## config.mk

```make
export PLATFORM = sky130hd
export DESIGN_NAME = rbc_top
export DESIGN_NICKNAME = d
export VERILOG_FILES = /design/src/inc/rbc_pkg.sv /design/src/logic/rbc_bit_packer.sv /design/src/logic/rbc_conflict_tracker.sv /design/src/logic/rbc_top.sv
export VERILOG_INCLUDE_DIRS = /design/src /design/src/inc
export SDC_FILE = /design/constraint.sdc
export NUM_CORES = 1
export LEC_CHECK = 0
export BUFFER_PORTS_ARGS = -buffer_cell sky130_fd_sc_hd__clkbuf_2
export CAP_MARGIN = 10
export CELL_PAD_IN_SITES_DETAIL_PLACEMENT = 1
export CELL_PAD_IN_SITES_GLOBAL_PLACEMENT = 2
export CORE_ASPECT_RATIO = 1.1
export CORE_MARGIN = 1
export CORE_UTILIZATION = 30
export CTS_CLUSTER_SIZE = 10
export DETAILED_ROUTE_END_ITERATION = 10
export MAX_ROUTING_LAYER = met4
export PLACE_DENSITY = 0.83
export SLEW_MARGIN = 20
export SYNTH_ARGS = -nofsm -noshare
export SYNTH_HDL_FRONTEND = slang
export SYNTH_HIERARCHICAL = 1
export SYNTH_SLANG_ARGS = --single-unit
```

## constraint.sdc

```tcl
create_clock -name ref_clk -period 3 [get_ports ref_clk]
set_input_delay 0.15 -clock ref_clk [delete_from_list [all_inputs] [get_ports ref_clk]]
set_output_delay 0.15 -clock ref_clk [all_outputs]
set_load 0.03 [all_outputs]
```

## src/inc/rbc_params.svh

```systemverilog
// Register map, field positions and codes of the receive bit handling block
`ifndef RBC_PARAMS_SVH
`define RBC_PARAMS_SVH

// Register indices; byte address is four times the index
`define RBC_IDX_ERROR      6'h0a
`define RBC_IDX_STATUS     6'h0b
`define RBC_IDX_BITCTL     6'h0c
`define RBC_IDX_CONFLICT   6'h0d
`define RBC_IDX_IRQ_STAT   6'h20
`define RBC_IDX_IRQ_MASK   6'h21

// link_status fields
`define RBC_STAT_CIPHER    5
// rx_error fields
`define RBC_ERR_CONFLICT   2
`define RBC_ERR_INTEGRITY  0
// rx_bit_control fields
`define RBC_CTL_KEEP       7
`define RBC_CTL_INTEG      3
`define RBC_BITCTL_RESET   8'h00
// rx_collision_position fields
`define RBC_CONF_VALID     7
`define RBC_CONF_MAX       7'h3f
`define RBC_CONF_SAT       7'h40

// Interrupt status and mask bits
`define RBC_IRQ_CONFLICT   0
`define RBC_IRQ_INTEGRITY  1
`define RBC_IRQ_FRAME      2
`define RBC_IRQ_WIDTH      3

// transceive_state codes
`define RBC_CODE_IDLE      3'h0
`define RBC_CODE_TX_WAIT   3'h1
`define RBC_CODE_TX        3'h3
`define RBC_CODE_RX_WAIT   3'h5
`define RBC_CODE_DATA_WAIT 3'h6
`define RBC_CODE_RX        3'h7

`endif

```

## src/inc/rbc_pkg.sv

```systemverilog
// Types shared by the receive bit handling block
package rbc_pkg;

    typedef enum logic [2:0] {
        RBC_IDLE,
        RBC_TX_WAIT,
        RBC_TX,
        RBC_RX_WAIT,
        RBC_DATA_WAIT,
        RBC_RX
    } rbc_state_t;

    // One decoded bit from the receive decoder
    typedef struct packed {
        logic valid;
        logic value;
        logic conflict;
    } rbc_rx_bit_t;

    // One assembled byte towards the data path
    typedef struct packed {
        logic       valid;
        logic [7:0] data;
        logic       last;
    } rbc_byte_t;

endpackage

```

## src/logic/rbc_bit_packer.sv

```systemverilog
// Packs decoded bits into bytes starting at a chosen bit slot
`timescale 1ns/1ns
`include "rbc_params.svh"
module rbc_bit_packer (
    // Clock and reset
    input  wire logic             ref_clk,
    input  wire logic             reset,
    // Frame control
    input  wire logic             start,
    input  wire logic [2:0]       slot,
    input  wire logic             frame_end,
    // Bit stream
    input  wire logic             bit_valid,
    input  wire logic             bit_value,
    // Byte stream
    output rbc_pkg::rbc_byte_t    byte_out,
    output logic                  bit_oriented,
    output logic                  last_load,
    output logic [2:0]            last_bits
);
    import rbc_pkg::*;

    logic [2:0] fill;
    logic [7:0] shift;
    logic [7:0] next_shift;

    always_comb begin
        next_shift       = shift;
        next_shift[fill] = bit_value;
    end

    always_ff @(posedge ref_clk) begin
        if (reset) begin
            fill  <= 3'h0;
            shift <= 8'h00;
        end else if (start) begin
            fill  <= slot;
            shift <= 8'h00;
        end else if (bit_valid) begin
            fill  <= fill + 3'h1;
            shift <= (fill == 3'h7) ? 8'h00 : next_shift;
        end else if (frame_end) begin
            shift <= 8'h00;
        end
    end

    always_ff @(posedge ref_clk) begin
        if (reset) begin
            bit_oriented <= 1'b0;
        end else if (start) begin
            bit_oriented <= (slot != 3'h0);
        end
    end

    always_ff @(posedge ref_clk) begin
        if (reset) begin
            byte_out <= '0;
        end else if (bit_valid && fill == 3'h7) begin
            byte_out <= '{valid: 1'b1, data: next_shift, last: 1'b0};
        end else if (frame_end && fill != 3'h0) begin
            byte_out <= '{valid: 1'b1, data: shift, last: 1'b1};
        end else begin
            byte_out <= '0;
        end
    end

    always_ff @(posedge ref_clk) begin
        if (reset) begin
            last_load <= 1'b0;
            last_bits <= 3'h0;
        end else begin
            last_load <= frame_end && bit_oriented;
            last_bits <= fill;
        end
    end
endmodule

```

## src/logic/rbc_conflict_tracker.sv

```systemverilog
// First collision position tracking for one received frame
`timescale 1ns/1ns
`include "rbc_params.svh"
module rbc_conflict_tracker (
    // Clock and reset
    input  wire logic             ref_clk,
    input  wire logic             reset,
    // Frame control
    input  wire logic             start,
    input  wire logic [2:0]       slot,
    // Decoded bit
    input  wire rbc_pkg::rbc_rx_bit_t bit_in,
    // Results
    output logic                  after_conflict,
    output logic                  pos_valid,
    output logic [6:0]            pos
);
    import rbc_pkg::*;

    logic [6:0] bit_index;

    always_ff @(posedge ref_clk) begin
        if (reset) begin
            bit_index <= 7'h00;
        end else if (start) begin
            bit_index <= {4'h0, slot};
        end else if (bit_in.valid && bit_index != `RBC_CONF_SAT) begin
            bit_index <= bit_index + 7'h01;
        end
    end

    always_ff @(posedge ref_clk) begin
        if (reset || start) begin
            after_conflict <= 1'b0;
            pos_valid      <= 1'b0;
            pos            <= 7'h00;
        end else if (bit_in.valid && bit_in.conflict && !after_conflict) begin
            after_conflict <= 1'b1;
            pos_valid      <= (bit_index <= `RBC_CONF_MAX);
            pos            <= (bit_index <= `RBC_CONF_MAX) ? bit_index : 7'h00;
        end
    end
endmodule

```

## src/logic/rbc_top.sv

```systemverilog
// Receive bit handling, collision status and link status registers
`timescale 1ns/1ns
`include "rbc_params.svh"
module rbc_top (
    // Clock and reset
    input  wire logic                  ref_clk,
    input  wire logic                  reset,
    // Avalon-MM slave
    input  wire logic [7:0]            avs_address,
    input  wire logic                  avs_read,
    input  wire logic                  avs_write,
    input  wire logic [31:0]           avs_writedata,
    input  wire logic [3:0]            avs_byteenable,
    output logic [31:0]                avs_readdata,
    output logic                       avs_waitrequest,
    // Framing engine events
    input  wire logic                  ev_tx_request,
    input  wire logic                  ev_tx_begin,
    input  wire logic                  ev_tx_end,
    input  wire logic                  ev_rx_request,
    input  wire logic                  ev_rx_guard_done,
    input  wire logic                  ev_rx_sof,
    input  wire logic                  ev_rx_end,
    input  wire logic                  ev_parity_err,
    input  wire logic                  ev_crc_err,
    input  wire logic                  ev_auth_done,
    // Decoded receive bits
    input  wire rbc_pkg::rbc_rx_bit_t  rx_in,
    // Assembled bytes
    output rbc_pkg::rbc_byte_t         byte_out,
    // Status towards the rest of the chip
    output logic                       cipher_active,
    output logic [2:0]                 transceive_state,
    output logic                       irq
);
    import rbc_pkg::*;

    rbc_state_t state;
    rbc_state_t next_state;

    logic       ack;
    logic [5:0] index;
    logic       wr_en;
    logic [7:0] wdata;

    logic       keep_bits_after_conflict;
    logic [2:0] first_bit_slot;
    logic       conflict_as_integrity_fault;
    logic [2:0] final_byte_bit_count;

    logic       conflict_seen;
    logic       integrity_fault;
    logic [`RBC_IRQ_WIDTH-1:0] irq_status;
    logic [`RBC_IRQ_WIDTH-1:0] irq_mask;
    logic [`RBC_IRQ_WIDTH-1:0] irq_event;

    logic        rx_phase_start;
    logic        rx_active;
    rbc_rx_bit_t rx_bit;
    logic        masked_value;
    logic        after_conflict;
    logic        conflict_slot_valid;
    logic [6:0]  conflict_slot;
    logic        last_load;
    logic [2:0]  last_bits;
    logic        conflict_hit;
    logic        frame_done;

    // Bus access: one wait cycle, then the answer
    assign avs_waitrequest = (avs_read || avs_write) && !ack;
    assign index           = avs_address[7:2];
    assign wr_en           = avs_write && ack && avs_byteenable[0];
    assign wdata           = avs_writedata[7:0];

    always_ff @(posedge ref_clk) begin
        if (reset) begin
            ack <= 1'b0;
        end else begin
            ack <= (avs_read || avs_write) && !ack;
        end
    end

    // Transceive sequence
    always_comb begin
        next_state = state;
        unique case (state)
            RBC_IDLE: begin
                if (ev_tx_request) begin
                    next_state = RBC_TX_WAIT;
                end else if (ev_rx_request) begin
                    next_state = RBC_DATA_WAIT;
                end
            end
            RBC_TX_WAIT: begin
                if (ev_tx_begin) begin
                    next_state = RBC_TX;
                end
            end
            RBC_TX: begin
                if (ev_tx_end) begin
                    next_state = RBC_RX_WAIT;
                end
            end
            RBC_RX_WAIT: begin
                if (ev_rx_guard_done) begin
                    next_state = RBC_DATA_WAIT;
                end
            end
            RBC_DATA_WAIT: begin
                if (ev_rx_sof) begin
                    next_state = RBC_RX;
                end
            end
            RBC_RX: begin
                if (ev_rx_end) begin
                    next_state = RBC_IDLE;
                end
            end
        endcase
    end

    always_ff @(posedge ref_clk) begin
        if (reset) begin
            state <= RBC_IDLE;
        end else begin
            state <= next_state;
        end
    end

    always_ff @(posedge ref_clk) begin
        if (reset) begin
            transceive_state <= `RBC_CODE_IDLE;
        end else begin
            unique case (next_state)
                RBC_IDLE:      transceive_state <= `RBC_CODE_IDLE;
                RBC_TX_WAIT:   transceive_state <= `RBC_CODE_TX_WAIT;
                RBC_TX:        transceive_state <= `RBC_CODE_TX;
                RBC_RX_WAIT:   transceive_state <= `RBC_CODE_RX_WAIT;
                RBC_DATA_WAIT: transceive_state <= `RBC_CODE_DATA_WAIT;
                RBC_RX:        transceive_state <= `RBC_CODE_RX;
            endcase
        end
    end

    // Receive phase starts on entry to the wait-for-data state
    assign rx_phase_start = (next_state == RBC_DATA_WAIT) && (state != RBC_DATA_WAIT);
    assign rx_active      = (state == RBC_RX);
    assign frame_done     = rx_active && ev_rx_end;

    // Bits outside the receiving state are not data and are dropped
    assign rx_bit = '{valid:    rx_in.valid && rx_active,
                      value:    rx_in.value,
                      conflict: rx_in.conflict};
    assign conflict_hit    = rx_bit.valid && rx_bit.conflict;

    assign masked_value = rx_bit.value && (keep_bits_after_conflict || !after_conflict);

    rbc_conflict_tracker u_tracker (
        .ref_clk        (ref_clk),
        .reset          (reset),
        .start          (rx_phase_start),
        .slot           (first_bit_slot),
        .bit_in         (rx_bit),
        .after_conflict (after_conflict),
        .pos_valid      (conflict_slot_valid),
        .pos            (conflict_slot)
    );

    rbc_bit_packer u_packer (
        .ref_clk      (ref_clk),
        .reset        (reset),
        .start        (rx_phase_start),
        .slot         (first_bit_slot),
        .frame_end    (frame_done),
        .bit_valid    (rx_bit.valid),
        .bit_value    (masked_value),
        .byte_out     (byte_out),
        .bit_oriented (),
        .last_load    (last_load),
        .last_bits    (last_bits)
    );

    // Control fields; slot changes mid-frame only affect the next frame
    always_ff @(posedge ref_clk) begin
        if (reset) begin
            keep_bits_after_conflict    <= 1'(`RBC_BITCTL_RESET >> `RBC_CTL_KEEP);
            first_bit_slot              <= 3'h0;
            conflict_as_integrity_fault <= 1'b0;
        end else if (wr_en && index == `RBC_IDX_BITCTL) begin
            keep_bits_after_conflict    <= wdata[`RBC_CTL_KEEP];
            first_bit_slot              <= wdata[6:4];
            conflict_as_integrity_fault <= wdata[`RBC_CTL_INTEG];
        end
    end

    // Decoder update wins over a host write in the same cycle
    always_ff @(posedge ref_clk) begin
        if (reset) begin
            final_byte_bit_count <= 3'h0;
        end else if (last_load) begin
            final_byte_bit_count <= last_bits;
        end else if (rx_phase_start) begin
            final_byte_bit_count <= 3'h0;
        end else if (wr_en && index == `RBC_IDX_BITCTL) begin
            final_byte_bit_count <= wdata[2:0];
        end
    end

    // Cipher state: only authentication sets it
    always_ff @(posedge ref_clk) begin
        if (reset) begin
            cipher_active <= 1'b0;
        end else if (ev_auth_done) begin
            cipher_active <= 1'b1;
        end else if (wr_en && index == `RBC_IDX_STATUS && !wdata[`RBC_STAT_CIPHER]) begin
            cipher_active <= 1'b0;
        end
    end

    // conflict flag, cleared at receive start
    always_ff @(posedge ref_clk) begin
        if (reset) begin
            conflict_seen <= 1'b0;
        end else if (conflict_hit) begin
            conflict_seen <= 1'b1;
        end else if (rx_phase_start) begin
            conflict_seen <= 1'b0;
        end
    end

    always_ff @(posedge ref_clk) begin
        if (reset) begin
            integrity_fault <= 1'b0;
        end else if ((rx_active && (ev_parity_err || ev_crc_err)) ||
                     (conflict_hit && conflict_as_integrity_fault)) begin
            integrity_fault <= 1'b1;
        end else if (rx_phase_start) begin
            integrity_fault <= 1'b0;
        end
    end

    // Interrupt events
    assign irq_event[`RBC_IRQ_CONFLICT]  = conflict_hit && !conflict_seen;
    assign irq_event[`RBC_IRQ_INTEGRITY] = (rx_active && (ev_parity_err || ev_crc_err)) ||
                                           (conflict_hit && conflict_as_integrity_fault);
    assign irq_event[`RBC_IRQ_FRAME]     = frame_done;

    // Sticky bits; a new event beats a write-one clear
    genvar g;
    generate
        for (g = 0; g < `RBC_IRQ_WIDTH; g = g + 1) begin : g_irq
            always_ff @(posedge ref_clk) begin
                if (reset) begin
                    irq_status[g] <= 1'b0;
                end else if (irq_event[g]) begin
                    irq_status[g] <= 1'b1;
                end else if (wr_en && index == `RBC_IDX_IRQ_STAT && wdata[g]) begin
                    irq_status[g] <= 1'b0;
                end
            end
        end
    endgenerate

    always_ff @(posedge ref_clk) begin
        if (reset) begin
            irq_mask <= '0;
        end else if (wr_en && index == `RBC_IDX_IRQ_MASK) begin
            irq_mask <= wdata[`RBC_IRQ_WIDTH-1:0];
        end
    end

    assign irq = |(irq_status & irq_mask);

    // Read data captured on the wait cycle, stands on the answer cycle
    always_ff @(posedge ref_clk) begin
        if (reset) begin
            avs_readdata <= 32'h00000000;
        end else if (avs_read && !ack) begin
            unique case (index)
                `RBC_IDX_ERROR:
                    avs_readdata <= {29'h0, conflict_seen, 1'b0, integrity_fault};
                `RBC_IDX_STATUS:
                    avs_readdata <= {26'h0, cipher_active, 2'h0, transceive_state};
                `RBC_IDX_BITCTL:
                    avs_readdata <= {24'h0, keep_bits_after_conflict, first_bit_slot,
                                     conflict_as_integrity_fault, final_byte_bit_count};
                // Position reads zero whenever the valid bit is clear
                `RBC_IDX_CONFLICT:
                    avs_readdata <= {24'h0, conflict_slot_valid, conflict_slot};
                `RBC_IDX_IRQ_STAT:
                    avs_readdata <= {29'h0, irq_status};
                `RBC_IDX_IRQ_MASK:
                    avs_readdata <= {29'h0, irq_mask};
                default:
                    avs_readdata <= 32'h00000000;
            endcase
        end
    end
endmodule

```

==> impl_metrics.yaml <==
outcome:
  status: "finished, final reports clean"
global_routing:
  grt-ovfl-total: 0
  grt_pass1_vias: 3403
  grt_max_degree: 38
  grtUsageTotal: 0.163
  grt_antenna_before_repair: 0
  grt_pass1_wl_mm: 17.0
yosys:
  syn_area_per_cell_um2: 8.76
  synth_ff_type: "dfxtp_1"
  yosysTopAreaCellShare: 0.382
  synth-seq-area-share: 0.382
  synth_area_leaders: "dfxtp_1, buf_4, nor2_1, a21oi_1, mux2i_1"
  synth.most_common_cell: "dfxtp_1"
  synthCells: 443
  ys_ff_latch: 74
  synth_area_um2: 3880
  synth_edf_count: 0
  synth_top_area_cell: "dfxtp_1"
  synthArstFlopShare: 0
  ys_types: 73
  yosysWarnings: 6
  yosys-top-cells-count: "dfxtp_1, nor2_1, a21oi_1"
worst_setup_path:
  path_cells: "nor4b_4 -> a21oi_1 -> a22o_1 -> a2111oi_4 -> buf_4 -> or2_2 -> nor2_2 -> a22o_2"
  path_buf_inv: 1
  cp-startpoint: "state[2]$_SDFF_PP0_"
  crit_path_end_kind: "flop"
  r2r_start: "state[2]$_SDFF_PP0_"
  cpPeakStageDelay_ns: 0.59
  critPathLaunchType: "flop"
  worst_ep_required_time_ns: 3.24
  critical_path_class: "flop to flop"
  arrival_ns: 2.84
  worst-path-max-fanout: 24
  crit_family: "compound AO/OA/AOI/OAI gates"
  crit_slowest_cell: "dfxtp_1"
worst_hold_path:
  hold_class: "primary input to flop"
  worstHoldStart: "ev_auth_done"
sta:
  rsz0062_at_grt: "no"
  hold_viol: 0
  max_slew_margin: 0.532
  fmax_mhz: 383
  fin_crit_ns: 2.61
  finalCritPeriodShare: 0.869
  setup_viol: 0
  clock_skew_ns: 0.00655
  setup_tns_ns: 0
  finalMaxSlewViolations: 0
  max_slew.worst_pin.slew_ns: 0.696
cts:
  cts.sinks: 74
  cts_hold_buf: 0
  tritoncts: "built"
  cts_buffers: 9
  post_cts_buffers: 0
  root_buffer: "clkbuf_16"
  clkTransAtPathRegs_ns: 0.06
  clk_path_buf_depth: 2
  htree_levels: 3
  cts_resized: 0
  worstSkewPairLatency_ns: 0.34
pwr:
  powerDensity_nw_per_um2: 664
  power.total_mw: 2.92
  vdd_drop_max_uv: 305
  leakagePower_nw: 1.76
routing:
  wl_per_cell_um: 15.8
  vias: 3355
  wl_mm: 10.3
  drt_iter0_markers: 101
  viasPerCell: 5.19
  drtAntennaViolNets: 0
  drc: 0
  first_pass_iters: 6
final_layout:
  fillers: 1526
  stdcell_area_um2: 4400
  multi_input_area_um2: 2070
  fin_nets: 551
  diodes: 0
  seq_area_um2: 1480
  drive_gt1_frac: 0.186
  fin_cells: 647
  area_growth_pct: 13.5
placed_design:
  dpl.cell_count: 631
  placed_area_um2: 4120
  hpwl_mm: 7.63
  port_buffers: 55
  gp_congestion: 0.794
floorplanning:
  die_x_um: 110
  coreArea_um2: 12600
  start_util: 0.308
  num_rows: 43
  dieArea_um2: 13400
  io-pin-count: 109
  die_h_um: 121
run:
  max_cap_violations: 0
## cells in the final DEF (no fill, tap or decap), drive strengths merged, types with 12 or more instances in the layout
cell type and count:
clkbuf 67, nand2b 12, nand2 26, nor3 14, a21oi 28, dfxtp 74
o21ai 16, conb 24, inv 20, nor2 46
## cell type report
cell class	instances	share of cell area
repair buffers	58	0.0676
inverters	20	0.0170
clock buffers	12	0.0582
well taps	157	0.0446
clock inverters	4	0.00597
multi-input cells	322	0.470
flip-flops and latches	74	0.336
## layer usage
| layer | up-vias | global-route usage | part of all wire |
|---|---|---|---|
| li1 | 1641 | - | - |
| met1 | 1636 | 0.199 | 0.48 |
| met2 | 69 | 0.267 | 0.48 |
| met3 | 9 | 0.0370 | 0.033 |
| met4 | 0 | 0.0517 | 0.011 |
| met5 | - | - | 0 |
## sequential cells by signal, summed over array words and instances, names as in the netlist, 3 cells and up
name                  count
u_packer/shift            8
u_tracker/pos             7
u_packer/byte_out        10
u_tracker/bit_index       7
u_packer/last_bits        3
irq_mask                  3
u_packer/fill             3
irq_status                3
state                     3
first_bit_slot            3
transceive_state          3
final_byte_bit_count      3
avs_readdata              8
## report_power, final
group / internal (mW) / switching [mW] / total [mW]
combinational: 0.281 / 0.453 / 0.734
clock: 0.603 / 0.407 / 1.01
sequential: 1.07 / 0.112 / 1.18
## worst register-to-register path, stage by stage, from the launching register on
cell	delay (ns)
dfxtp_1	0.59
nor4b_4	0.27
a21oi_1	0.07
a22o_1	0.29
a2111oi_4	0.35
buf_4	0.33
or2_2	0.29
nor2_2	0.10
a22o_2	0.21
## through the flow
stage	setup WS, ns	hold slack, ns	util
5_1_grt	0.197	0.0361	0.350
3_3_place_gp	0.452	0.357	0.327
6_report	0.392	0.0385	0.350
3_5_place_dp	0.406	0.388	0.327
4_1_cts	0.382	0.0285	0.350
2_1_floorplan	0.673	0.216	-
## final timing paths
check	end	slack (ns)	cells after the start
hold reg to reg	u_packer/last_load$_SDFF_PP0_	0.44	2
hold / removal	cipher_active$_SDFFE_PP0P_	0.04	3
setup reg to reg	u_tracker/pos[3]$_SDFFE_PP0P_	0.39	8
setup / recovery	u_tracker/pos[3]$_SDFFE_PP0P_	0.39	8
## logic make-up (layout without fill, tap and decap cells)
group,after synthesis,count (layout),share of synthesized area
simple gates,161,161,0.231
compound gates,114,114,0.216
flops,74,74,0.382
buf+inv,70,94,0.106
mux,15,15,0.0403
fa+ha+maj,5,5,0.0161
xor+xnor,3,3,0.00678
other cells,1,24,0.000967
Power figures use the tool's default switching activity.
